### src/mmai_consts.svh
`ifndef MMAI_CONSTS_SVH
`define MMAI_CONSTS_SVH

// Byte offsets of the register map
`define MMAI_OFS_CTRL 8'h00
`define MMAI_OFS_CFG 8'h04
`define MMAI_OFS_STATUS 8'h08
`define MMAI_OFS_TXQ 8'h1C
`define MMAI_OFS_ISR 8'h24
`define MMAI_OFS_IEN 8'h28
`define MMAI_OFS_IDIS 8'h2C
`define MMAI_OFS_IMASK 8'h30
`define MMAI_OFS_PHYMAN 8'h34
`define MMAI_OFS_HASH_BOT 8'h90
`define MMAI_OFS_HASH_TOP 8'h94
`define MMAI_OFS_SA1_BOT 8'h98
`define MMAI_OFS_SA1_TOP 8'h9C
`define MMAI_PAIR_STRIDE 8'h08
`define MMAI_NUM_PAIRS 5

// Field positions
`define MMAI_CTRL_RXEN 2
`define MMAI_CTRL_TXEN 3
`define MMAI_CFG_DIV_LSB 16
`define MMAI_CFG_DIV_MSB 18
`define MMAI_CFG_WTC 30
`define MMAI_STAT_MDIO 1
`define MMAI_STAT_IDLE 2
`define MMAI_IRQ_MGMT 0
`define MMAI_NUM_IRQ 18
`define MMAI_MAN_OP_MSB 29
`define MMAI_MAN_OP_LSB 28
`define MMAI_MAN_OP_READ 2'h2
`define MMAI_MAN_HDR_BITS 6'h0E
`define MMAI_MAN_BITS 6'h20

// Write masks and reset values
`define MMAI_CTRL_WMASK 32'h0000000C
`define MMAI_CFG_WMASK 32'h40070000
`define MMAI_CFG_RST 32'h00020000
`define MMAI_TOP_WMASK 32'h0000FFFF
`define MMAI_IRQ_MASK_RST 18'h3FFFF

// Timing
`define MMAI_CLK_PERIOD_NS 100
`define MMAI_MDC_MIN_PERIOD_NS 400
`define MMAI_MDC_MIN_CYCLES ((`MMAI_MDC_MIN_PERIOD_NS + `MMAI_CLK_PERIOD_NS - 1) / `MMAI_CLK_PERIOD_NS)
// MDC division ratio per divider code, code 7 in the top slice
`define MMAI_DIV_TABLE {9'd256, 9'd224, 9'd192, 9'd128, 9'd96, 9'd64, 9'd32, 9'd16}

`endif

### src/mmai_pkg.sv
package mmai_pkg;
	typedef enum logic [0:0] {
		mmai_st_idle = 1'b0,
		mmai_st_shift = 1'b1
	} mmai_mgmt_state_e;
	typedef logic [31:0] mmai_word_t;
endpackage

### src/mmai_core_if.sv
`timescale 1ns/100ps
interface mmai_core_if;
	logic start;
	logic [31:0] cmd;
	logic [2:0] div_sel;
	logic busy;
	logic done;
	logic [31:0] shift_val;
	logic [31:0] addr_lo [0:4];
	logic [15:0] addr_hi [0:4];
	logic [4:0] pair_en;

	modport top (output start, cmd, div_sel, addr_lo, addr_hi, pair_en, input busy, done, shift_val);
	modport mdio (input start, cmd, div_sel, output busy, done, shift_val);
	modport match (input addr_lo, addr_hi, pair_en);
endinterface

### src/mmai_mdio_shift.sv
`timescale 1ns/100ps
`include "mmai_consts.svh"
module mmai_mdio_shift import mmai_pkg::*; #(
	parameter logic [71:0] DIV_TABLE = `MMAI_DIV_TABLE
) (
	input wire logic hclk, // System clock
	input wire logic hresetn, // Async reset, low
	mmai_core_if.mdio core, // Command and status
	input wire logic mdio_i, // MDIO pin level
	output logic mdc, // Management clock
	output logic mdio_o, // MDIO drive value
	output logic mdio_oe // MDIO drive enable
);
	mmai_mgmt_state_e state;
	logic [8:0] ratio;
	logic [7:0] half;
	logic [7:0] half_q;
	logic [7:0] half_cnt;
	logic [5:0] bit_cnt;
	logic [31:0] sr;
	logic sample;
	logic is_read;
	logic tick;

	always_comb begin
		ratio = DIV_TABLE[core.div_sel * 9 +: 9]; // RULE13 RULE21 RULE6
		if (ratio < 9'(`MMAI_MDC_MIN_CYCLES))
			ratio = 9'(`MMAI_MDC_MIN_CYCLES);
		half = ratio[8:1];
	end

	assign tick = (half_cnt == half_q - 8'h01);
	assign core.busy = (state == mmai_st_shift);
	assign core.shift_val = sr; // RULE9
	assign mdio_o = core.busy & sr[31]; // RULE8
	assign mdio_oe = core.busy & (~is_read | (bit_cnt < `MMAI_MAN_HDR_BITS));

	always_ff @(posedge hclk or negedge hresetn) begin
		if (!hresetn) begin
			state <= mmai_st_idle;
			half_q <= 8'h01;
			half_cnt <= 8'h00;
			bit_cnt <= 6'h00;
			sr <= 32'h0;
			sample <= 1'b0;
			is_read <= 1'b0;
			mdc <= 1'b0;
			core.done <= 1'b0;
		end else begin
			core.done <= 1'b0;
			case (state)
				mmai_st_idle: begin
					if (core.start) begin // RULE5
						state <= mmai_st_shift;
						sr <= core.cmd;
						half_q <= half;
						half_cnt <= 8'h00;
						bit_cnt <= 6'h00;
						mdc <= 1'b0;
						is_read <= (core.cmd[`MMAI_MAN_OP_MSB:`MMAI_MAN_OP_LSB] == `MMAI_MAN_OP_READ);
					end
				end
				mmai_st_shift: begin
					if (tick) begin
						half_cnt <= 8'h00;
						mdc <= ~mdc;
						if (!mdc) begin
							sample <= mdio_i;
						end else begin
							// Shift on falling edge so MDIO is stable at rise
							sr <= {sr[30:0], sample}; // RULE8 RULE10 RULE20
							bit_cnt <= bit_cnt + 6'h01;
							if (bit_cnt == `MMAI_MAN_BITS - 6'h01) begin
								state <= mmai_st_idle;
								core.done <= 1'b1; // RULE5
							end
						end
					end else begin
						half_cnt <= half_cnt + 8'h01;
					end
				end
				default: state <= mmai_st_idle;
			endcase
		end
	end
endmodule

### src/mmai_addr_match.sv
`timescale 1ns/100ps
`include "mmai_consts.svh"
module mmai_addr_match import mmai_pkg::*; (
	input wire logic hclk, // System clock
	input wire logic hresetn, // Async reset, low
	mmai_core_if.match core, // Pair registers
	input wire logic rx_addr_valid, // Destination address strobe
	input wire logic [47:0] rx_addr, // Destination address, first byte low
	output logic [3:0] sa_hit, // Specific address hits
	output logic hash_hit // Hash filter hit
);
	logic [5:0] hidx;
	logic [63:0] hvec;
	logic [3:0] eq;

	assign hvec = {core.addr_hi[0], core.addr_hi[0], core.addr_lo[0]};

	genvar g;
	generate
		for (g = 0; g < 6; g++) begin : g_hash
			assign hidx[g] = rx_addr[g] ^ rx_addr[g + 6] ^ rx_addr[g + 12] ^ rx_addr[g + 18]
				^ rx_addr[g + 24] ^ rx_addr[g + 30] ^ rx_addr[g + 36] ^ rx_addr[g + 42];
		end
		for (g = 0; g < 4; g++) begin : g_sa
			// Bottom holds bytes 0..3, top bytes 4..5
			assign eq[g] = core.pair_en[g + 1] &&
				(rx_addr == {core.addr_hi[g + 1], core.addr_lo[g + 1]}); // RULE1 RULE4 RULE2
		end
	endgenerate

	always_ff @(posedge hclk or negedge hresetn) begin
		if (!hresetn) begin
			sa_hit <= 4'h0;
			hash_hit <= 1'b0;
		end else if (rx_addr_valid) begin
			sa_hit <= eq;
			hash_hit <= core.pair_en[0] & hvec[hidx]; // RULE1
		end
	end
endmodule

### src/mmai_mac_ctrl.sv
`timescale 1ns/100ps
`include "mmai_consts.svh"
// Operation
// RULE1: One hash and four specific pairs
// RULE2: Bottom write disables, top write re-enables
// RULE3: Pair writes accepted at any time
// RULE4: Bottom bytes 0..3, top bytes 4..5
// RULE5: Maintenance write starts shift, status bit2
// RULE6: Divider code 010 gives about 2000 cycles
// RULE7: Completion raises interrupt condition
// RULE8: MSB out, LSB in each MDC
// RULE9: Read during shift returns live contents
// RULE10: Bits return home; read data from PHY
// RULE11: Software writes well-formed management frames
// RULE12: Software keeps MDC at 2.5 MHz max
// RULE13: MDC divided from clock, 3-bit field
// RULE14: Eighteen conditions ORed onto one line
// RULE15: Status clear on read, or write-one
// RULE16: All sources disabled after reset
// RULE17: Enable/disable by writing ones, zeros ignored
// RULE18: Mask reads one where source disabled
// RULE19: Software loads queue pointer then enables
// RULE20: 32-bit shift, one bit per MDC
// RULE21: Other divider codes fixed, larger ratios; codes 000 and 001 here give smaller ratios, 16 and 32
module mmai_mac_ctrl import mmai_pkg::*; (
	input wire logic hclk, // System clock
	input wire logic hresetn, // Async reset, low
	input wire logic hsel, // Slave select
	input wire logic [31:0] haddr, // Address
	input wire logic [1:0] htrans, // Transfer type
	input wire logic hwrite, // Write flag
	input wire logic [2:0] hsize, // Transfer size
	input wire logic [31:0] hwdata, // Write data
	input wire logic hready, // Bus ready
	output logic hreadyout, // Slave ready
	output logic hresp, // Response
	output logic [31:0] hrdata, // Read data
	input wire logic [17:0] irq_event, // Datapath event pulses
	input wire logic rx_addr_valid, // Destination address strobe
	input wire logic [47:0] rx_addr, // Destination address
	output logic [3:0] sa_hit, // Specific address hits
	output logic hash_hit, // Hash hit
	output logic rx_enable, // Receive enable
	output logic tx_enable, // Transmit enable
	output logic [31:0] tx_queue_base, // Transmit descriptor list base
	output logic mdc, // Management clock
	input wire logic mdio_i, // MDIO level
	output logic mdio_o, // MDIO drive value
	output logic mdio_oe, // MDIO drive enable
	output logic irq // Interrupt line
);
	mmai_core_if core ();

	logic acc;
	logic rd_acc;
	logic wr_pend;
	logic [7:0] wr_addr;
	logic [31:0] ctrl;
	logic [31:0] cfg;
	logic [17:0] isr;
	logic [17:0] imask;
	logic [17:0] ev;
	logic [17:0] clr;
	logic [17:0] next_isr;
	logic [17:0] next_imask;
	logic start_q;
	logic [31:0] cmd_q;
	mmai_word_t rd_word;

	function automatic logic wsel(input logic [7:0] ofs);
		wsel = wr_pend && (wr_addr == ofs);
	endfunction

	// Bus slave: zero wait states, always OKAY
	assign hreadyout = 1'b1;
	assign hresp = 1'b0;
	assign acc = hsel & hready & htrans[1];
	assign rd_acc = acc & ~hwrite;

	always_ff @(posedge hclk or negedge hresetn) begin
		if (!hresetn) begin
			wr_pend <= 1'b0;
			wr_addr <= 8'h00;
		end else if (hready) begin
			wr_pend <= acc & hwrite;
			wr_addr <= haddr[7:0];
		end
	end

	always_ff @(posedge hclk or negedge hresetn) begin
		if (!hresetn)
			hrdata <= 32'h0;
		else if (rd_acc)
			hrdata <= rd_word;
	end

	// Control and configuration
	always_ff @(posedge hclk or negedge hresetn) begin
		if (!hresetn) begin
			ctrl <= 32'h0;
			cfg <= `MMAI_CFG_RST;
			tx_queue_base <= 32'h0;
		end else begin
			if (wsel(`MMAI_OFS_CTRL))
				ctrl <= hwdata & `MMAI_CTRL_WMASK;
			if (wsel(`MMAI_OFS_CFG))
				cfg <= hwdata & `MMAI_CFG_WMASK; // RULE13
			if (wsel(`MMAI_OFS_TXQ))
				tx_queue_base <= hwdata; // RULE19
		end
	end

	assign rx_enable = ctrl[`MMAI_CTRL_RXEN];
	assign tx_enable = ctrl[`MMAI_CTRL_TXEN];
	assign core.div_sel = cfg[`MMAI_CFG_DIV_MSB:`MMAI_CFG_DIV_LSB];

	// Address pair registers
	genvar p;
	generate
		for (p = 0; p < `MMAI_NUM_PAIRS; p++) begin : g_pair
			localparam logic [7:0] BOT = `MMAI_OFS_HASH_BOT + 8'(p) * `MMAI_PAIR_STRIDE;
			localparam logic [7:0] TOP = BOT + 8'h04;
			always_ff @(posedge hclk or negedge hresetn) begin
				if (!hresetn) begin
					core.addr_lo[p] <= 32'h0;
					core.addr_hi[p] <= 16'h0;
					core.pair_en[p] <= 1'b0;
				end else begin
					// No gating by receive enable
					if (wsel(BOT)) begin // RULE3
						core.addr_lo[p] <= hwdata; // RULE4
						core.pair_en[p] <= 1'b0; // RULE2
					end
					if (wsel(TOP)) begin // RULE3
						core.addr_hi[p] <= hwdata[15:0]; // RULE4
						core.pair_en[p] <= 1'b1; // RULE2
					end
				end
			end
		end
	endgenerate

	// Management command
	always_ff @(posedge hclk or negedge hresetn) begin
		if (!hresetn) begin
			start_q <= 1'b0;
			cmd_q <= 32'h0;
		end else begin
			start_q <= wsel(`MMAI_OFS_PHYMAN) & ~core.busy & ~start_q; // RULE5
			if (wsel(`MMAI_OFS_PHYMAN) & ~core.busy & ~start_q)
				cmd_q <= hwdata;
		end
	end

	assign core.start = start_q;
	assign core.cmd = cmd_q;

	// Interrupt status, set beats clear
	always_comb begin
		ev = irq_event;
		ev[`MMAI_IRQ_MGMT] = irq_event[`MMAI_IRQ_MGMT] | core.done; // RULE7
		clr = 18'h0;
		if (cfg[`MMAI_CFG_WTC]) begin
			if (wsel(`MMAI_OFS_ISR))
				clr = hwdata[17:0]; // RULE15
		end else if (rd_acc && haddr[7:0] == `MMAI_OFS_ISR) begin
			clr = isr; // RULE15
		end
		next_isr = (isr & ~clr) | ev;
	end

	always_ff @(posedge hclk or negedge hresetn) begin
		if (!hresetn)
			isr <= 18'h0;
		else
			isr <= next_isr;
	end

	// Mask seen by irq in the same cycle as the write lands
	always_comb begin
		next_imask = imask;
		if (wsel(`MMAI_OFS_IEN))
			next_imask = next_imask & ~hwdata[17:0]; // RULE17
		if (wsel(`MMAI_OFS_IDIS))
			next_imask = next_imask | hwdata[17:0]; // RULE17
	end

	always_ff @(posedge hclk or negedge hresetn) begin
		if (!hresetn)
			imask <= `MMAI_IRQ_MASK_RST; // RULE16
		else
			imask <= next_imask;
	end

	always_ff @(posedge hclk or negedge hresetn) begin
		if (!hresetn)
			irq <= 1'b0;
		else
			irq <= |(next_isr & ~next_imask); // RULE14
	end

	// Read multiplexer
	always_comb begin
		rd_word = 32'h0;
		case (haddr[7:0])
			`MMAI_OFS_CTRL: rd_word = ctrl;
			`MMAI_OFS_CFG: rd_word = cfg;
			`MMAI_OFS_STATUS: begin
				rd_word[`MMAI_STAT_MDIO] = mdio_i;
				rd_word[`MMAI_STAT_IDLE] = ~core.busy & ~start_q; // RULE5
			end
			`MMAI_OFS_TXQ: rd_word = tx_queue_base;
			`MMAI_OFS_ISR: rd_word = {14'h0, isr};
			`MMAI_OFS_IMASK: rd_word = {14'h0, imask}; // RULE18
			`MMAI_OFS_PHYMAN: rd_word = start_q ? cmd_q : core.shift_val; // RULE9
			default: begin
				for (int i = 0; i < `MMAI_NUM_PAIRS; i++) begin
					if (haddr[7:0] == `MMAI_OFS_HASH_BOT + 8'(i) * `MMAI_PAIR_STRIDE)
						rd_word = core.addr_lo[i];
					if (haddr[7:0] == `MMAI_OFS_HASH_BOT + 8'(i) * `MMAI_PAIR_STRIDE + 8'h04)
						rd_word = {16'h0, core.addr_hi[i]};
				end
			end
		endcase
	end

	mmai_mdio_shift u_mdio (
		.hclk(hclk),
		.hresetn(hresetn),
		.core(core.mdio),
		.mdio_i(mdio_i),
		.mdc(mdc),
		.mdio_o(mdio_o),
		.mdio_oe(mdio_oe)
	);

	mmai_addr_match u_match (
		.hclk(hclk),
		.hresetn(hresetn),
		.core(core.match),
		.rx_addr_valid(rx_addr_valid),
		.rx_addr(rx_addr),
		.sa_hit(sa_hit),
		.hash_hit(hash_hit)
	);
endmodule

### config.mk
export PLATFORM = sky130hd
export DESIGN_NAME = mmai_mac_ctrl
export DESIGN_NICKNAME = d
export VERILOG_FILES = /design/src/mmai_pkg.sv /design/src/mmai_core_if.sv /design/src/mmai_mdio_shift.sv /design/src/mmai_addr_match.sv /design/src/mmai_mac_ctrl.sv
export VERILOG_INCLUDE_DIRS = /design/src
export SDC_FILE = /design/constraint.sdc
export NUM_CORES = 1
export LEC_CHECK = 0
export ABC_AREA = 1
export BUFFER_PORTS_ARGS = -buffer_cell sky130_fd_sc_hd__buf_4
export CORE_MARGIN = 3
export CORE_UTILIZATION = 37
export DETAILED_ROUTE_END_ITERATION = 10
export SYNTH_ARGS = -nofsm -noshare
export SYNTH_HDL_FRONTEND = slang
export SYNTH_SLANG_ARGS = --single-unit
export TNS_END_PERCENT = 30
### constraint.sdc
create_clock -name hclk -period 3.1 [get_ports hclk]
set_input_delay 0.62 -clock hclk [delete_from_list [all_inputs] [get_ports hclk]]
set_output_delay 0.62 -clock hclk [all_outputs]
set_load 0.02 [all_outputs]
# [Yosys cells after proc, flatten, opt, wreduce, memory -nomap -nowiden]
# Index checks and enable logic that the tools add are counted.
[totals] in_bits=142 reg_bits=458 elab_cells=244 out_inout_bits=77
[classes] muxes=54 reduce_logical=36 addsub=3 bitwise_logic=67 eq_ne=42 n_mul=1 n_shift=1 n_lt_le_gt_ge=3
[ops] operator="2-to-1 mux 32 bit" n=13
[ops] operator="one-hot mux 29 bit (7 select lines)" n=1
[ops] operator="== test 48 bit" n=4
[ops] operator="== test 8 bit (second input constant)" n=20
[ops] operator="2-to-1 mux 18 bit" n=5
[ops] operator="variable part select 72 x 8 -> 9 bit (first input constant)" n=1
[ops] operator="one-hot mux 32 bit (2 select lines)" n=1
[ops] operator="== test 8 x 6 -> 1 bit (second input constant)" n=7
[ops] operator="bitwise AND 18 bit" n=3
[ops] operator="NOT 18 bit" n=3
[ops] operator="XOR 1 bit" n=42
[ops] operator="bitwise OR 18 bit" n=2
[ops] operator="logical AND 1 bit" n=22
[ops] operator="2-to-1 mux 1 bit" n=21
[ops] operator="2-to-1 mux 6 bit" n=3
[ops] operator="OR reduction 18 bit" n=1
[ops] operator="== test 8 x 3 -> 1 bit (second input constant)" n=2
[ops] operator="== test 8 x 5 -> 1 bit (second input constant)" n=2
[ops] operator="logical NOT 8 bit" n=2
[ops] operator="2-to-1 mux 8 bit" n=2
[ops] operator="one-hot mux 8 bit (2 select lines)" n=1
[ops] operator="one-hot mux 2 bit (7 select lines)" n=1
[ops] operator="one-hot mux 6 bit (2 select lines)" n=1
[ops] operator="bitwise AND 1 bit" n=10
[ops] operator="23 further kinds" n=37

# [Depth between registers and ports, before layout]
[logic_depth] word_depth=12 depth_mapped=19 depth_no_buf=17

# [Cells and area by module]
# A second synthesis with hierarchy kept.
[unflattened] cells_unflattened=3328 area_unflattened_um2=24812.5
[by_module_without_submodules] module="mmai_mac_ctrl" area_per_inst_um2=17989.8 n_inst=1 seq_area_each_um2=9883.2 cells_each=2258
[by_module_without_submodules] module="mmai_addr_match" area_per_inst_um2=3618.5 n_inst=1 seq_area_each_um2=125.1 cells_each=628
[by_module_without_submodules] module="mmai_mdio_shift" area_per_inst_um2=3204.3 n_inst=1 seq_area_each_um2=1452.6 cells_each=442

# [Least setup slack after synthesis]
# No wires, ideal clock.
[synth_timing] path_kind="flip-flop to flip-flop" startpoint="reg u_mdio.half_q[0]" endpoint="reg u_mdio.sr[0] (netlist: u_mdio.core.shift_val[0])" path_slack_ns=0.787 t_required_ns=2.971 period_less_slack_ns=2.313 path_buffers=1 stages_incl_launch_ff=13 setup_ns=0.129 arrival_ns=2.184 cell_sequence="dfstp_2 > inv_1 > ha_1 > ha_1 > xnor2_1 > xor2_1 > inv_1 > nand4_1 > a21oi_1 > nand2_1 > o21ai_4 > clkbuf_2 > a31oi_1"
[synth_between] elab_chain_len=4
[synth_rtl] element="start, declared" line_no="mmai_mdio_shift.sv:17" text="logic [7:0] half_q;"
[synth_rtl] element="start signal, assigned" line_no="mmai_mdio_shift.sv:56" text="half_q <= half;"
[synth_rtl] element="subtractor 8 x 1 -> 8 bit" line_no="mmai_mdio_shift.sv:32" text="assign tick = (half_cnt == half_q - 8'h01);"
[synth_rtl] element="== test 8 bit" line_no="mmai_mdio_shift.sv:32"
[synth_rtl] element="inequality test 2 bit (no line)"
[synth_rtl] element="AND reduction 2 bit (no line)"
[synth_rtl] element="end signal, assigned" line_no="mmai_mdio_shift.sv:55" text="sr <= core.cmd;"
[synth_rtl] element="end signal, assigned" line_no="mmai_mdio_shift.sv:71" text="sr <= {sr[30:0], sample};"
[synth_rtl] element="end, declared" line_no="mmai_mdio_shift.sv:20" text="logic [31:0] sr;"
# Every way passes these cells.
# A chain may end at the register's enable or synchronous reset.

# [Worst setup path after layout]
[layout_timing] startpoint="reg wr_addr[1]" endpoint="reg irq"
[layout_between] elab_cells_between_ends=17 cone_classes="eq/ne (3); mux (4); bitwise (6); reduce/logical (4)"
[layout_rtl] element="start, declared" line_no="mmai_mac_ctrl.sv:57" text="logic [7:0] wr_addr;"
[layout_rtl] element="start signal, assigned" line_no="mmai_mac_ctrl.sv:86" text="wr_addr <= haddr[7:0];"
[layout_rtl] element="== test 8 x 6 -> 1 bit" line_no="mmai_mac_ctrl.sv:71" text="wsel = wr_pend && (wr_addr == ofs);"
[layout_rtl] element="logical AND 1 bit" line_no="mmai_mac_ctrl.sv:71"
[layout_rtl] element="2-to-1 mux 18 bit" line_no="mmai_mac_ctrl.sv:182" text="if (wsel(`MMAI_OFS_IEN))"
[layout_rtl] element="bitwise OR 18 bit" line_no="mmai_mac_ctrl.sv:185" text="next_imask = next_imask | hwdata[17:0];"
[layout_rtl] element="2-to-1 mux 18 bit (*)" line_no="mmai_mac_ctrl.sv:184" text="if (wsel(`MMAI_OFS_IDIS))"
[layout_rtl] element="net next_imask[11]" line_no="mmai_mac_ctrl.sv:65" text="logic [17:0] next_imask;"
[layout_rtl] element="NOT 18 bit (*)" line_no="mmai_mac_ctrl.sv:199" text="irq <= |(next_isr & ~next_imask);"
[layout_rtl] element="bitwise AND 18 bit (*)" line_no="mmai_mac_ctrl.sv:199"
[layout_rtl] element="OR reduction 18 bit (*)" line_no="mmai_mac_ctrl.sv:199"
[layout_rtl] element="end signal, assigned" line_no="mmai_mac_ctrl.sv:199"
[layout_rtl] element="end, declared" line_no="mmai_mac_ctrl.sv:50" text="output logic irq"
# The timed path passes the listed nets; every way through them passes the cells marked *.

==> metrics.md <==
| Metric | Value |
|---|---|
| Status | finished, final reports clean |
| CTS tree | done |
| Worst min path class | primary input to register |
| Worst hold endpoint | isr[4] |
| PD cells | 560 mW/mm^2 |
| CP Cell Sequence | nor2_1 -> nand2_1 -> nor2_1 -> nand2_2 -> o21ai_0 -> a21oi_1 -> or2_1 -> nor2_1 -> nand2_1 -> nor2_1 -> nand2_1 |
| Worst Max-Slew Pin Slew | 1.13 ns |
| GR Layer Usage met2 | a little over two fifths |
| Clock buffer depth | 3 |
| Grt met1 use | roughly two fifths |
| Syn Nets | about 3,100 |
| Clk Latency, worst-skew pair | a little over 0.6 ns |
| Worst EP arrival | about 3.2 ns |
| 1st-iter DRT viols | between 2,000 and 3,000 |
| Setup tns final | 0 ns |
| Busiest grt layer | met2 |
| Nets | roughly 3,300 |
| Total CTS buffers | 52 |
| Die area | about 0.067 mm^2 |
| Clock power share | around 40% |
| FF-to-FF setup slack | between 0.3 and 0.4 ns |
| Fillers | between 6,000 and 7,000 |
| Max Fclk | between 300 and 400 MHz |
| Hold_sp | irq_event[4] |
| CP delay by family, top | simple AND/OR/NAND/NOR gates |
| EDFF count, synth | 0 |
| Net switching power | 4690 uW |
| Final worst path period share | between 80% and 90% |
| RSZ-0062 raised after global routing | no |
| Initial Util | a little under two fifths |
| Vias/cell | 5.63 |
| Async SR Flop Fraction | 100% |
| Reg2Reg Capture Point | irq |
| Number of synthesized register bits | 457 |
| Sequential area share after synthesis | around 48% |
| RR Startpoint | wr_addr[1] |
| Most common cell after layout, fill and taps aside | nand2_1 |
| Internal power | around 11,000 uW |
| CTS sink cnt | 457 |
| Hpwl dp | approximately 75,000 um |
| Post-DR wirelength/cell | roughly 25 um |
| Worst path max stage delay | 0.41 ns |
| Vert. Die Dim | 259 um |
| CP max FO | 17 |
| Area Growth Syn to Fin | 18.7% |
| First-pass GRT wire length | roughly 140,000 um |
| Synthesized area | approximately 0.024 mm^2 |
| Max Cap Viol | 0 |
| Layout cells sized above 1 | 14.0% |
| Syn_area_per_cell | 8.04 um^2 |
| Launch point of the worst path | wr_addr[1] |
| Sequential power share | approximately 43% |
| Max Slew Vio Count | 0 |
| I/O pins | ~220 |
| Final Hold Viols | 0 |
| H-tree Lvls | 2 |
| Worst setup SP type | register |
| Maximum VDD drop | ~0.35 mV |
| Part of the power in combinational logic | approximately 17% |
| Leak | roughly 0.013 uW |
| Met3 Resource Use GR | 5.33% |
| Synthesized netlist cell count | between 2,000 and 3,000 |
| Worst path slowest cell | nor2_1 |
| Most frequent CP cell | nor2_1 |
| Vias | 22,600 |
| IO Port Bufs | ~190 |
| CP endpoint kind | register |
| Overflow after GRT | 0 |
| WHS Path Cells | 3 |
| Commonest cells after routing, fill and taps aside | nand2_1 (747), o21ai_0 (478), dfrtp_1 (436) |
| Vias in the first global route | roughly 21,000 |
| GRT Util Overall | slightly below 30% |
| Yosys cell types | 60 |
| Buf/Inv on CP | 0 |
| Final setup fails | 0 |
| Sw frac | between 20% and 30% |
| Post-DRT Antenna Nets | 0 |
| Gpl congestion | approximately 1.0 |
| CP Data Required Time | ~3.6 ns |
| Initial antenna violation count | 1 |
| Synth Flop Type | dfrtp_1 |
| Largest net degree at the start of global routing | 85 |
| Max-slew headroom | around 24% |
| Row cnt | 92 |
| Root Buffer | clkbuf_16 |
| Critical path type | register to register |
| Core area | between 0.06 and 0.07 mm^2 |
| Worst reg-to-reg path cell count | 11 |
| Synth warn | 0 |
| Layout Utilization | 44.5% |
| Crit path time final | approximately 2.7 ns |
| # DRC | 0 |
| Die width | about 260 um |
| Clk pin slew, worst setup/hold paths | 0.06 ns |
| Clock Skew | approximately 0.024 ns |
| Total power | 15,800 uW |
| First-pass DRT Iterations | 7 |
| Postcts setup bufs | 0 |
| WL final | 98,900 um |
-- how the worst max path moves through the flow --
stage | end | cells after the start
2_1_floorplan | u_mdio.core.shift_val[0] | 12
5_1_grt | u_mdio.core.shift_val[25] | 13
3_5_place_dp | hrdata[11] | 15
3_3_place_gp | hrdata[11] | 15
4_1_cts | u_mdio.core.shift_val[25] | 13
6_report | irq | 11
-- through the flow --
step | worst slack [ns] | hold WS, ns | instances | cell area, um^2
after floorplan | 0.787 | 0.324 | 2951 | 23700
after global placement | 0.300 | 0.455 | 3917 | 26400
after detailed placement | 0.304 | 0.463 | 3917 | 26400
after CTS | 0.430 | 0.190 | 4013 | 28200
after global routing | 0.163 | 0.207 | 4013 | 28200
final | 0.378 | 0.216 | 4014 | 28200
-- synth_stat cells (all sizes together), types with 2 or more instances --
master / n / share of area (%)
xor2: 78 / 2.9
o21bai: 4 / 0.13
o221ai: 8 / 0.30
a211oi: 9 / 0.28
o2bb2ai: 2 / 0.074
o21ai: 491 / 10
or2: 12 / 0.32
a2111oi: 4 / 0.15
nand4: 44 / 1.2
o22ai: 57 / 1.5
dfrtp: 437 / 46
nor3: 20 / 0.58
a221oi: 45 / 1.7
conb: 2 / 0.032
nand2: 754 / 12
mux2: 2 / 0.095
nand3: 132 / 2.9
a31oi: 4 / 0.11
a21oi: 49 / 1.0
a22o: 8 / 0.30
o41ai: 3 / 0.11
o211ai: 52 / 1.8
clkbuf: 120 / 1.9
xnor2: 42 / 1.6
nand3b: 2 / 0.063
ha: 8 / 0.42
o2111ai: 16 / 0.59
dfstp: 20 / 2.2
nor2: 134 / 2.2
o31ai: 3 / 0.095
o22a: 3 / 0.11
nor4: 29 / 0.76
inv: 304 / 4.8
buf: 44 / 1.1
-- timing repair --
action	4_1_cts	5_1_grt
endpoints found under the hold margin	46	0
hold buffers	1	0
resized for setup	0	0
-- worst reg2reg max path: stages, from the launching register on --
cell and delay (ns):
dfrtp_1 0.38, nor2_1 0.16, nand2_1 0.10, nor2_1 0.41, nand2_2 0.39, o21ai_0 0.37, a21oi_1 0.11, or2_1 0.25
nor2_1 0.20, nand2_1 0.08, nor2_1 0.10, nand2_1 0.05
-- state kept, by name (all words and copies together), names as in the netlist, 8 cells and up --
name and flops:
core.addr_lo 160, core.addr_hi 80, cmd_q 32, hrdata 32
tx_queue_base 32, u_mdio.core.shift_val 32, imask 18, isr 18
u_mdio.half_cnt 8, wr_addr 8
-- power groups by stage --
stage          sequential, uW  combinational [uW]  clock [uW]
2_1_floorplan            6910                1340           0
3_3_place_gp             6900                2590           0
3_5_place_dp             6910                2620           0
4_1_cts                  6810                2630        6370
5_1_grt                  6870                2930        6600
6_report                 6820                2670        6290
-- kinds of logic (layout without fill, tap and decap cells) --
kind of cell	after synthesis	after routing	synth area share, %
and+or+nand+nor	1128	1128	20.0
AOI/OAI and AO/OA	764	764	18.8
buffers and inverters	469	685	7.85
DFF	457	457	48.3
xor gates and xnor gates	120	120	4.43
adders and majority gates	8	8	0.422
muxes	3	3	0.137
other	2	3	0.0317
-- final cells by class --
type | count | area [um^2] | share of cell area, %
repair buffers | 285 | 2320 | 8.25
flip-flops and latches | 457 | 11500 | 40.7
clock buffers | 84 | 1570 | 5.58
multi-input cells | 2025 | 10500 | 37.1
well taps | 846 | 1060 | 3.76
clock inverters | 11 | 145 | 0.515
inverters | 305 | 1140 | 4.06
diodes | 1 | 2.50 | 0.00888
-- routing by layer --
metal	routed length (um)	part of all wire, %	vias up
met5	17	0.017	-
met4	4080	4.1	2
met3	9830	9.9	198
met2	43200	44	1211
met1	41800	42	10900
li1	-	-	10200
Power figures use the tool's default switching activity.
